==> src/hdl/sfd_pkg.sv <==
package sfd_pkg;

  // ****************************************
  // frame layout
  // ****************************************
  localparam int FRAME_W = 16;
  localparam int BIT_RW = 15;
  localparam int BIT_TS = 14;
  localparam int ADDR_HI = 13;
  localparam int ADDR_LO = 9;
  localparam int BIT_PAR = 8;
  localparam logic [4:0] BITS_PER_FRAME = 5'h10;
  localparam logic [4:0] HDR_LAST_BIT = 5'h07;

  // ****************************************
  // main register map
  // ****************************************
  localparam logic [4:0] ADR_STARTUP_REGULATOR_CFG_1 = 5'h01;
  localparam logic [4:0] ADR_STARTUP_INTERRUPT_CFG = 5'h06;
  localparam logic [4:0] ADR_HARDWARE_CONFIGURATION = 5'h08;
  localparam logic [4:0] ADR_WAKE_ORIGIN = 5'h09;
  localparam logic [4:0] ADR_PIN_INPUT_LEVELS = 5'h0B;
  localparam logic [4:0] ADR_SUPPLY_STATE_1 = 5'h0C;
  localparam logic [4:0] ADR_TRANSCEIVER_DIAGNOSIS_2 = 5'h12;
  localparam logic [4:0] ADR_SERIAL_LINK_DIAGNOSIS = 5'h13;
  localparam int NUM_CFG = 6;
  localparam logic [7:0] CFG_RST = 8'h00;
  localparam logic [7:0] FLAGS_RST = 8'h00;

  // global flag positions in response bits 15:8
  localparam int FLG_SPI = 7;
  localparam int FLG_WAKE = 6;
  localparam int FLG_CAN = 5;
  localparam int FLG_PIN = 3;
  localparam int FLG_PRE = 2;
  localparam int FLG_CORE = 1;
  localparam int FLG_OTH = 0;

  // ****************************************
  // controller registers
  // ****************************************
  localparam logic [3:0] HREG_CMD = 4'h0;
  localparam logic [3:0] HREG_RESP = 4'h1;
  localparam logic [3:0] HREG_STAT = 4'h2;

  // ****************************************
  // link timing
  // ****************************************
  localparam int SYS_PERIOD_NS = 20;
  localparam int SCLK_PERIOD_NS = 160;
  localparam int HALF_CYC = SCLK_PERIOD_NS / (2 * SYS_PERIOD_NS);
  localparam int GAP_CYC = 2 * HALF_CYC;

  typedef enum logic [2:0] {
    HST_IDLE = 3'b000,
    HST_LEAD = 3'b001,
    HST_HIGH = 3'b011,
    HST_LOW = 3'b010,
    HST_TRAIL = 3'b110,
    HST_GAP = 3'b111
  } sfd_hstate_t;

  // parity over bits 15:9 and 7:0, one when the count of ones is even
  function automatic logic sfd_par(input logic [15:0] f);
    sfd_par = ~(^{f[15:9], f[7:0]});
  endfunction : sfd_par

endpackage : sfd_pkg

==> src/hdl/sfd_link_if.sv <==
`timescale 1ns/1ps
interface sfd_link_if;
  logic sclk;
  logic cs_n;
  logic mosi;
  logic miso;
  logic miso_oe;
  logic miso_line;

  // undriven data line reads low
  assign miso_line = miso_oe ? miso : 1'b0;

  modport dev (input sclk, input cs_n, input mosi, output miso, output miso_oe);
  modport host (output sclk, output cs_n, output mosi, input miso_line);
endinterface : sfd_link_if

==> src/hdl/sfd_sync.sv <==
`timescale 1ns/1ps
module sfd_sync #(
  parameter int W = 1,
  parameter logic [W-1:0] RST_VAL = '0
) (
  // clock and reset
  input wire logic clk_sys,
  input wire logic rst_n,
  // data
  input wire logic [W-1:0] d,
  output logic [W-1:0] q
);
  logic [W-1:0] meta_r;

  always_ff @(posedge clk_sys or negedge rst_n) begin
    if (!rst_n) begin
      meta_r <= RST_VAL;
      q <= RST_VAL;
    end else begin
      meta_r <= d;
      q <= meta_r;
    end
  end
endmodule : sfd_sync

==> src/hdl/sfd_dev.sv <==
`timescale 1ns/1ps
module sfd_dev (
  // clock and reset
  input wire logic clk_sys,
  input wire logic rst_n,
  // serial link
  sfd_link_if.dev link,
  // device state
  input wire logic init_phase,
  input wire logic [7:0] wake_src,
  input wire logic can_diag,
  input wire logic [7:0] pin_in,
  input wire logic pre_evt,
  input wire logic core_evt,
  input wire logic oth_evt,
  input wire logic [7:0] hw_cfg_in,
  input wire logic [7:0][7:0] supply_diag_in,
  // configuration and flags
  output logic [5:0][7:0] cfg_out,
  output logic [7:0] flags_out,
  output logic [7:0] link_diag_out,
  // fail-safe space writes
  output logic fs_wr_stb,
  output logic [4:0] fs_addr,
  output logic [7:0] fs_data
);

  // ****************************************
  // pin synchronisation and edges
  // ****************************************
  logic [2:0] pins_s;
  logic sclk_s, cs_s, mosi_s;
  logic sclk_p_r, cs_p_r;
  logic sclk_rise, sclk_fall, cs_fall, cs_rise, active;

  sfd_sync #(.W(3), .RST_VAL(3'b010)) u_sync (
    .clk_sys(clk_sys),
    .rst_n(rst_n),
    .d({link.sclk, link.cs_n, link.mosi}),
    .q(pins_s)
  );

  assign sclk_s = pins_s[2];
  assign cs_s = pins_s[1];
  assign mosi_s = pins_s[0];
  assign active = ~cs_s;
  assign sclk_rise = sclk_s & ~sclk_p_r;
  assign sclk_fall = ~sclk_s & sclk_p_r;
  assign cs_fall = ~cs_s & cs_p_r;
  assign cs_rise = cs_s & ~cs_p_r;

  always_ff @(posedge clk_sys or negedge rst_n) begin
    if (!rst_n) begin
      sclk_p_r <= 1'b0;
      cs_p_r <= 1'b1;
    end else begin
      sclk_p_r <= sclk_s;
      cs_p_r <= cs_s;
    end
  end

  // ****************************************
  // receive shift and bit count
  // ****************************************
  logic [15:0] rx_r, rx_nxt;
  logic [4:0] cnt_r, cnt_nxt;
  logic take_bit;

  assign take_bit = active & sclk_rise & ~cs_fall;
  assign rx_nxt = take_bit ? {rx_r[14:0], mosi_s} : rx_r;
  assign cnt_nxt = cs_fall ? 5'h00 :
                   (take_bit && cnt_r != 5'h1F) ? cnt_r + 5'h01 : cnt_r;

  always_ff @(posedge clk_sys or negedge rst_n) begin
    if (!rst_n) begin
      rx_r <= 16'h0000;
      cnt_r <= 5'h00;
    end else begin
      rx_r <= rx_nxt;
      cnt_r <= cnt_nxt;
    end
  end

  // ****************************************
  // register read selection
  // ****************************************
  logic [7:0] flags_r, flags_nxt;
  logic [7:0] diag_r, diag_nxt;
  logic [7:0] cfg_r [sfd_pkg::NUM_CFG];

  function automatic logic is_cfg(input logic [4:0] a);
    is_cfg = (a >= sfd_pkg::ADR_STARTUP_REGULATOR_CFG_1) &&
             (a <= sfd_pkg::ADR_STARTUP_INTERRUPT_CFG);
  endfunction : is_cfg

  function automatic logic [7:0] rd_mux(input logic [4:0] a);
    logic [4:0] s;
    s = a - sfd_pkg::ADR_SUPPLY_STATE_1;
    rd_mux = 8'h00;
    if (is_cfg(a)) begin
      rd_mux = cfg_r[3'(a - sfd_pkg::ADR_STARTUP_REGULATOR_CFG_1)];
    end else if (a == sfd_pkg::ADR_HARDWARE_CONFIGURATION) begin
      rd_mux = hw_cfg_in;
    end else if (a == sfd_pkg::ADR_WAKE_ORIGIN) begin
      rd_mux = wake_src;
    end else if (a == sfd_pkg::ADR_PIN_INPUT_LEVELS) begin
      rd_mux = pin_in;
    end else if (a >= sfd_pkg::ADR_SUPPLY_STATE_1 &&
                 a <= sfd_pkg::ADR_TRANSCEIVER_DIAGNOSIS_2) begin
      rd_mux = supply_diag_in[s[2:0]];
    end else if (a == sfd_pkg::ADR_SERIAL_LINK_DIAGNOSIS) begin
      rd_mux = diag_r;
    end
  endfunction : rd_mux

  // header complete: rx_nxt[7:0] holds bits 15:8 of the frame
  logic hdr_done, hdr_rw, hdr_ts;
  logic [4:0] hdr_addr;
  logic [7:0] lo_sel;

  assign hdr_done = take_bit && cnt_r == sfd_pkg::HDR_LAST_BIT;
  assign hdr_rw = rx_nxt[7];
  assign hdr_ts = rx_nxt[6];
  assign hdr_addr = rx_nxt[5:1];
  // a process, so that the selection follows every register the function reads
  always_comb begin
    lo_sel = hdr_rw ? diag_r : (hdr_ts ? 8'h00 : rd_mux(hdr_addr));
  end

  // ****************************************
  // response shift
  // ****************************************
  logic [7:0] hi_r, lo_r;
  logic miso_r;
  logic miso_bit;
  logic [2:0] out_idx;

  assign out_idx = ~cnt_r[2:0];
  assign miso_bit = cnt_r[3] ? lo_r[out_idx] : hi_r[out_idx];

  always_ff @(posedge clk_sys or negedge rst_n) begin
    if (!rst_n) begin
      hi_r <= 8'h00;
      lo_r <= 8'h00;
      miso_r <= 1'b0;
    end else begin
      if (cs_fall) begin
        hi_r <= flags_r;
        miso_r <= flags_r[7];
      end else if (active && sclk_fall && cnt_r != 5'h00 && !cnt_r[4]) begin
        miso_r <= miso_bit;
      end
      if (hdr_done) begin
        lo_r <= lo_sel;
      end
    end
  end

  assign link.miso = miso_r;
  assign link.miso_oe = active;

  // ****************************************
  // frame end decode
  // ****************************************
  logic f_wr, f_ts, len_ok, par_ok, cfg_ok, bad, wr_cfg, wr_fs, rd_ok;
  logic [4:0] f_addr;

  assign f_wr = rx_r[sfd_pkg::BIT_RW];
  assign f_ts = rx_r[sfd_pkg::BIT_TS];
  assign f_addr = rx_r[sfd_pkg::ADDR_HI:sfd_pkg::ADDR_LO];
  assign len_ok = cnt_r == sfd_pkg::BITS_PER_FRAME;
  assign par_ok = rx_r[sfd_pkg::BIT_PAR] == sfd_pkg::sfd_par(rx_r);
  assign cfg_ok = is_cfg(f_addr) & init_phase;
  assign bad = ~len_ok | (f_wr & (~par_ok | (~f_ts & ~cfg_ok)));
  assign wr_cfg = cs_rise & ~bad & f_wr & ~f_ts;
  assign wr_fs = cs_rise & ~bad & f_wr & f_ts;
  assign rd_ok = cs_rise & ~bad;

  assign diag_nxt = cs_rise ?
    {5'h00, f_wr & ~f_ts & ~cfg_ok, f_wr & ~par_ok, ~len_ok} : diag_r;

  // ****************************************
  // global flags
  // ****************************************
  logic [7:0] pin_p_r;
  logic [7:0] ev;

  assign ev[sfd_pkg::FLG_SPI] = cs_rise & bad;
  assign ev[sfd_pkg::FLG_WAKE] = |wake_src;
  assign ev[sfd_pkg::FLG_CAN] = can_diag;
  assign ev[4] = 1'b0;
  assign ev[sfd_pkg::FLG_PIN] = pin_in != pin_p_r;
  assign ev[sfd_pkg::FLG_PRE] = pre_evt;
  assign ev[sfd_pkg::FLG_CORE] = core_evt;
  assign ev[sfd_pkg::FLG_OTH] = oth_evt;

  // reported flags drop after a good frame unless the source persists
  assign flags_nxt = (flags_r & ~(rd_ok ? hi_r : 8'h00)) | ev;

  always_ff @(posedge clk_sys or negedge rst_n) begin
    if (!rst_n) begin
      flags_r <= sfd_pkg::FLAGS_RST;
      diag_r <= 8'h00;
      pin_p_r <= 8'h00;
      fs_wr_stb <= 1'b0;
      fs_addr <= 5'h00;
      fs_data <= 8'h00;
    end else begin
      flags_r <= flags_nxt;
      diag_r <= diag_nxt;
      pin_p_r <= pin_in;
      fs_wr_stb <= wr_fs;
      if (wr_fs) begin
        fs_addr <= f_addr;
        fs_data <= rx_r[7:0];
      end
    end
  end

  // ****************************************
  // startup configuration registers
  // ****************************************
  always_ff @(posedge clk_sys or negedge rst_n) begin
    if (!rst_n) begin
      for (int i = 0; i < sfd_pkg::NUM_CFG; i++) begin
        cfg_r[i] <= sfd_pkg::CFG_RST;
      end
    end else if (wr_cfg) begin
      cfg_r[3'(f_addr - sfd_pkg::ADR_STARTUP_REGULATOR_CFG_1)] <= rx_r[7:0];
    end
  end

  always_comb begin
    for (int i = 0; i < sfd_pkg::NUM_CFG; i++) begin
      cfg_out[i] = cfg_r[i];
    end
  end

  assign flags_out = flags_r;
  assign link_diag_out = diag_r;

endmodule : sfd_dev

==> src/flat_wrapper.sv <==
// flat-port wrapper written by rule: the top's interface ports become plain ports
module sfd_dev_flat 
  (clk_sys, rst_n, init_phase, wake_src, can_diag, pin_in, pre_evt, core_evt, oth_evt, hw_cfg_in, supply_diag_in, cfg_out, flags_out, link_diag_out, fs_wr_stb, fs_addr, fs_data, link_sclk, link_cs_n, link_mosi, link_miso, link_miso_oe);
  sfd_link_if link_i ();
  input wire logic clk_sys;
  input wire logic rst_n;
  input wire logic init_phase;
  input wire logic [7:0] wake_src;
  input wire logic can_diag;
  input wire logic [7:0] pin_in;
  input wire logic pre_evt;
  input wire logic core_evt;
  input wire logic oth_evt;
  input wire logic [7:0] hw_cfg_in;
  input wire logic [7:0][7:0] supply_diag_in;
  output logic [5:0][7:0] cfg_out;
  output logic [7:0] flags_out;
  output logic [7:0] link_diag_out;
  output logic fs_wr_stb;
  output logic [4:0] fs_addr;
  output logic [7:0] fs_data;
  input wire logic [$bits(link_i.sclk)-1:0] link_sclk;
  input wire logic [$bits(link_i.cs_n)-1:0] link_cs_n;
  input wire logic [$bits(link_i.mosi)-1:0] link_mosi;
  output wire logic [$bits(link_i.miso)-1:0] link_miso;
  output wire logic [$bits(link_i.miso_oe)-1:0] link_miso_oe;
  assign link_i.sclk = link_sclk;
  assign link_i.cs_n = link_cs_n;
  assign link_i.mosi = link_mosi;
  assign link_miso = link_i.miso;
  assign link_miso_oe = link_i.miso_oe;
  sfd_dev u_core (.clk_sys(clk_sys), .rst_n(rst_n), .link(link_i), .init_phase(init_phase), .wake_src(wake_src), .can_diag(can_diag), .pin_in(pin_in), .pre_evt(pre_evt), .core_evt(core_evt), .oth_evt(oth_evt), .hw_cfg_in(hw_cfg_in), .supply_diag_in(supply_diag_in), .cfg_out(cfg_out), .flags_out(flags_out), .link_diag_out(link_diag_out), .fs_wr_stb(fs_wr_stb), .fs_addr(fs_addr), .fs_data(fs_data));
endmodule
==> config.mk <==
export PLATFORM = sky130hd
export DESIGN_NAME = sfd_dev_flat
export DESIGN_NICKNAME = d
export VERILOG_FILES = /design/src/hdl/sfd_pkg.sv /design/src/hdl/sfd_link_if.sv /design/src/hdl/sfd_sync.sv /design/src/hdl/sfd_dev.sv /design/src/flat_wrapper.sv
export SDC_FILE = /design/constraint.sdc
export NUM_CORES = 1
export LEC_CHECK = 0
export BUFFER_PORTS_ARGS = -buffer_cell sky130_fd_sc_hd__buf_2
export CAP_MARGIN = 30
export CORE_MARGIN = 2
export CORE_UTILIZATION = 47
export DETAILED_ROUTE_END_ITERATION = 10
export GPL_TIMING_DRIVEN = 0
export HOLD_SLACK_MARGIN = 0.06
export PLACE_DENSITY = 0.71
export SYNTH_ARGS = -nofsm -noshare
export SYNTH_HDL_FRONTEND = slang
export SYNTH_SLANG_ARGS = --single-unit
==> constraint.sdc <==
create_clock -name clk_sys -period 3.8 [get_ports clk_sys]
set_input_delay 0.76 -clock clk_sys [delete_from_list [all_inputs] [get_ports clk_sys]]
set_output_delay 0.76 -clock clk_sys [all_outputs]
set_load 0.02 [all_outputs]
==> results.py <==
metrics = {
    "run_status": {
        "outcome": "complete, no violations",
    },
    "clock_network": {
        "clock_path_buffers": 2,
        "clock_latency_ps": 420,
        "cts_root_buffer": "clkbuf_16",
        "clk_pin_slew_ps": 50,
        "cts_hold_buf": 0,
        "cts_tree": "yes",
        "cts_htree_levels": 4,
        "cts_buffers": 17,
        "clock-sinks": 127,
    },
    "synthesis": {
        "postSynthAreaPerCell_sq_um": 9.66,
        "ys_ff_latch": 127,
        "synth_edf_count": 0,
        "synth_flop_cell": "dfrtp_1",
        "synthCells": 780,
        "synth_area_sq_um": 7530,
        "async_reset_ff_share_pct": 100,
        "ys_types": 72,
        "yosysSeqAreaShare_pct": 42.2,
        "ys_warn_count": 0,
    },
    "power": {
        "powerDensity_nw_per_um2": 444,
        "power.leakage_uw": 0.00439,
        "ir_drop_uv": 323,
    },
    "final_layout": {
        "layout_commonest_cell": "buf_2",
        "fin_nets": 1077,
        "layout-drive-gt1-share_pct": 29.0,
        "num_antenna_cells": 0,
        "area_delta_synth_final_pct": 23.3,
        "final_cell_mix": "buf_2, nand2_1, dfrtp_1",
    },
    "sta": {
        "finalCritPeriodShare_pct": 95.3,
        "setup_ws_ps": 177,
        "setup_viol": 0,
        "finClkSkew_ps": 10.0,
        "max_freq_ghz": 0.276,
        "grt_setup_unrepaired": "no",
        "min_period_ps": 3620,
        "relSlewSlack_pct": 42.1,
        "hold_viol_final": 0,
        "fin_setup_tns_ps": 0,
        "tightest_slew_ps": 861,
        "drv_slew": 0,
    },
    "worst_setup_path": {
        "r2r_cells": 9,
        "crit_arrival_ps": 3960,
        "worstPathMaxFanout": 19,
        "crit_type": "flip-flop to flip-flop",
        "reg2reg_from": "u_core.u_sync.q[1]$_DFF_PN1_",
        "start_kind": "flip-flop",
        "timing.rr.end": "u_core.lo_r[6]$_DFFE_PN0P_",
        "required_ps": 4140,
        "reg2reg_slack_ps": 180,
        "startpoint": "u_core.u_sync.q[1]$_DFF_PN1_",
        "end_kind": "flip-flop",
    },
    "placement": {
        "post-dp-hpwl_um": 18800,
        "routabilityCongestion": 0.960,
        "io_buffers": 166,
        "dp_slack_ps": -106,
    },
    "die": {
        "io_pins": 178,
        "fp-row-count": 46,
        "coreArea_sq_um": 15800,
        "die_area_sq_um": 17100,
        "die_x_um": 131,
        "start_util_pct": 47.8,
        "die_h_um": 131,
    },
    "drt": {
        "first_pass_iters": 7,
        "drcViolationCount": 0,
        "vias_per_cell": 6.10,
        "drtIter0Drc": 881,
        "wl_um": 25600,
        "final_antenna_net_count": 0,
        "num_vias": 7302,
        "wire_per_inst_um": 21.3,
    },
    "grt": {
        "grt_max_degree": 73,
        "grt_pass1_wl_um": 38400,
        "antenna_found_initial": 0,
        "grt_pass1_vias": 6808,
        "groute.usage.overall_pct": 30.5,
        "grt_remaining_overflow": 0,
    },
    "flow_run": {
        "timing.max_cap.violations": 0,
    },
    "hold_path": {
        "worstHoldPathType": "input pin to asynchronous set/reset pin",
    },
}
## Yosys cell counts (all sizes together) (3+ instances only)
cell type	n	area share, %
a2111oi	4	0.71
a211oi	8	0.80
a21o	10	1.0
a21oi	28	1.9
a221o	5	0.66
a221oi	17	2.0
a22o	3	0.35
a22oi	9	0.90
a2bb2oi	3	0.35
a31oi	5	0.42
and3	5	0.42
buf	20	1.4
clkbuf	42	2.1
dfrtp	124	41
dfstp	3	1.0
ha	8	1.3
inv	18	0.90
mux2	54	8.5
mux2i	30	4.0
mux4	11	3.3
nand2	125	6.3
nand2b	6	0.50
nand3	14	0.93
nand4	3	0.25
nor2	45	2.2
nor2b	6	0.50
nor3	21	1.4
nor3b	4	0.40
nor4	8	0.86
o211ai	5	0.50
o21ai	57	3.8
o221ai	11	1.3
o22ai	6	0.50
or3	8	0.66
or4	3	0.30
xnor2	6	0.70
xnor3	3	0.90
xor2	10	1.2
## power breakdown
group	switching (uW)	leakage [uW]	internal, uW
Combinational	707	0.00248	388
Clock	587	0.000271	1020
Sequential	35.9	0.00165	1390
## cells by family after synthesis
kind of cell / count (synthesis) / synth area share (%)
buffers and inverters: 81 / 4.40
other: 1 / 0.0498
multiplexers: 95 / 15.8
adder cells (fa/ha/maj): 8 / 1.33
XOR/XNOR: 19 / 2.76
AO/OA/AOI/OAI: 193 / 17.7
flip-flops: 127 / 42.2
AND/OR/NAND/NOR: 256 / 15.8
## per-layer routing
metal | routed length, um | global-route usage [%]
met3 | 3070 | 9.32
met4 | 1060 | 12.6
met5 | 0 | 0
met2 | 10900 | 44.8
met1 | 10600 | 42.3
## flip-flops by register name, indices dropped and copies added, names as in the netlist
| register | cells |
|---|---|
| u_core.sclk_p_r | 1 |
| u_core.fs_wr_stb | 1 |
| u_core.pin_p_r | 8 |
| u_core.hi_r | 8 |
| u_core.fs_addr | 5 |
| u_core.u_sync.meta_r | 3 |
| u_core.cs_p_r | 1 |
| u_core.cnt_r | 5 |
| u_core.cfg_out | 48 |
| u_core.lo_r | 8 |
| u_core.link.miso | 1 |
| u_core.flags_out | 8 |
| u_core.link_diag_out | 3 |
| u_core.rx_r | 16 |
| u_core.u_sync.q | 3 |
| u_core.fs_data | 8 |
## through the flow
stage,total power [uW],area (sq um),hold slack [ps],utilization [%],std cells
5_1_grt,4280,9290,324,58.9,1198
3_5_place_dp,2490,8690,342,55.1,1168
2_1_floorplan,2120,7550,331,-,784
3_3_place_gp,2470,8650,333,54.9,1166
6_report,4130,9290,298,58.9,1198
4_1_cts,4100,9280,304,58.8,1198
## final cells by class
class	instances	area, sq um
multi-input cells	576	4050
flip-flops and latches	127	3180
plain buffers	60	256
inverters	19	71.3
repair buffers	170	890
fillers	1417	6480
well taps	216	270
clock buffers	19	433
clock inverters	11	144
## worst max-delay path: stages (launching register included)
cell       delay (ps)
dfstp_2           600
or4b_1            130
clkbuf_1          340
buf_2             300
clkbuf_2          480
a21oi_1           140
a221o_1           490
a2111oi_0         700
o32ai_1           190
o21ai_1           150
## what timing repair did
item,in CTS,in global routing
resized for setup,1,2
buffers inserted,0,0
endpoints found under the setup margin,1,17
cloned,0,0
## how the worst max path moves through the flow
stage	endpoint	slack [ps]	cells past startpoint
detailed placement	u_core.lo_r[6]$_DFFE_PN0P_	-110	8
global route	u_core.lo_r[6]$_DFFE_PN0P_	40	9
finish	u_core.lo_r[6]$_DFFE_PN0P_	180	9
global placement	u_core.lo_r[6]$_DFFE_PN0P_	-90	8
CTS	u_core.lo_r[2]$_DFFE_PN0P_	60	10
floorplan	u_core.cfg_out[16]$_DFFE_PN0P_	630	11
Power figures use the tool's default switching activity.
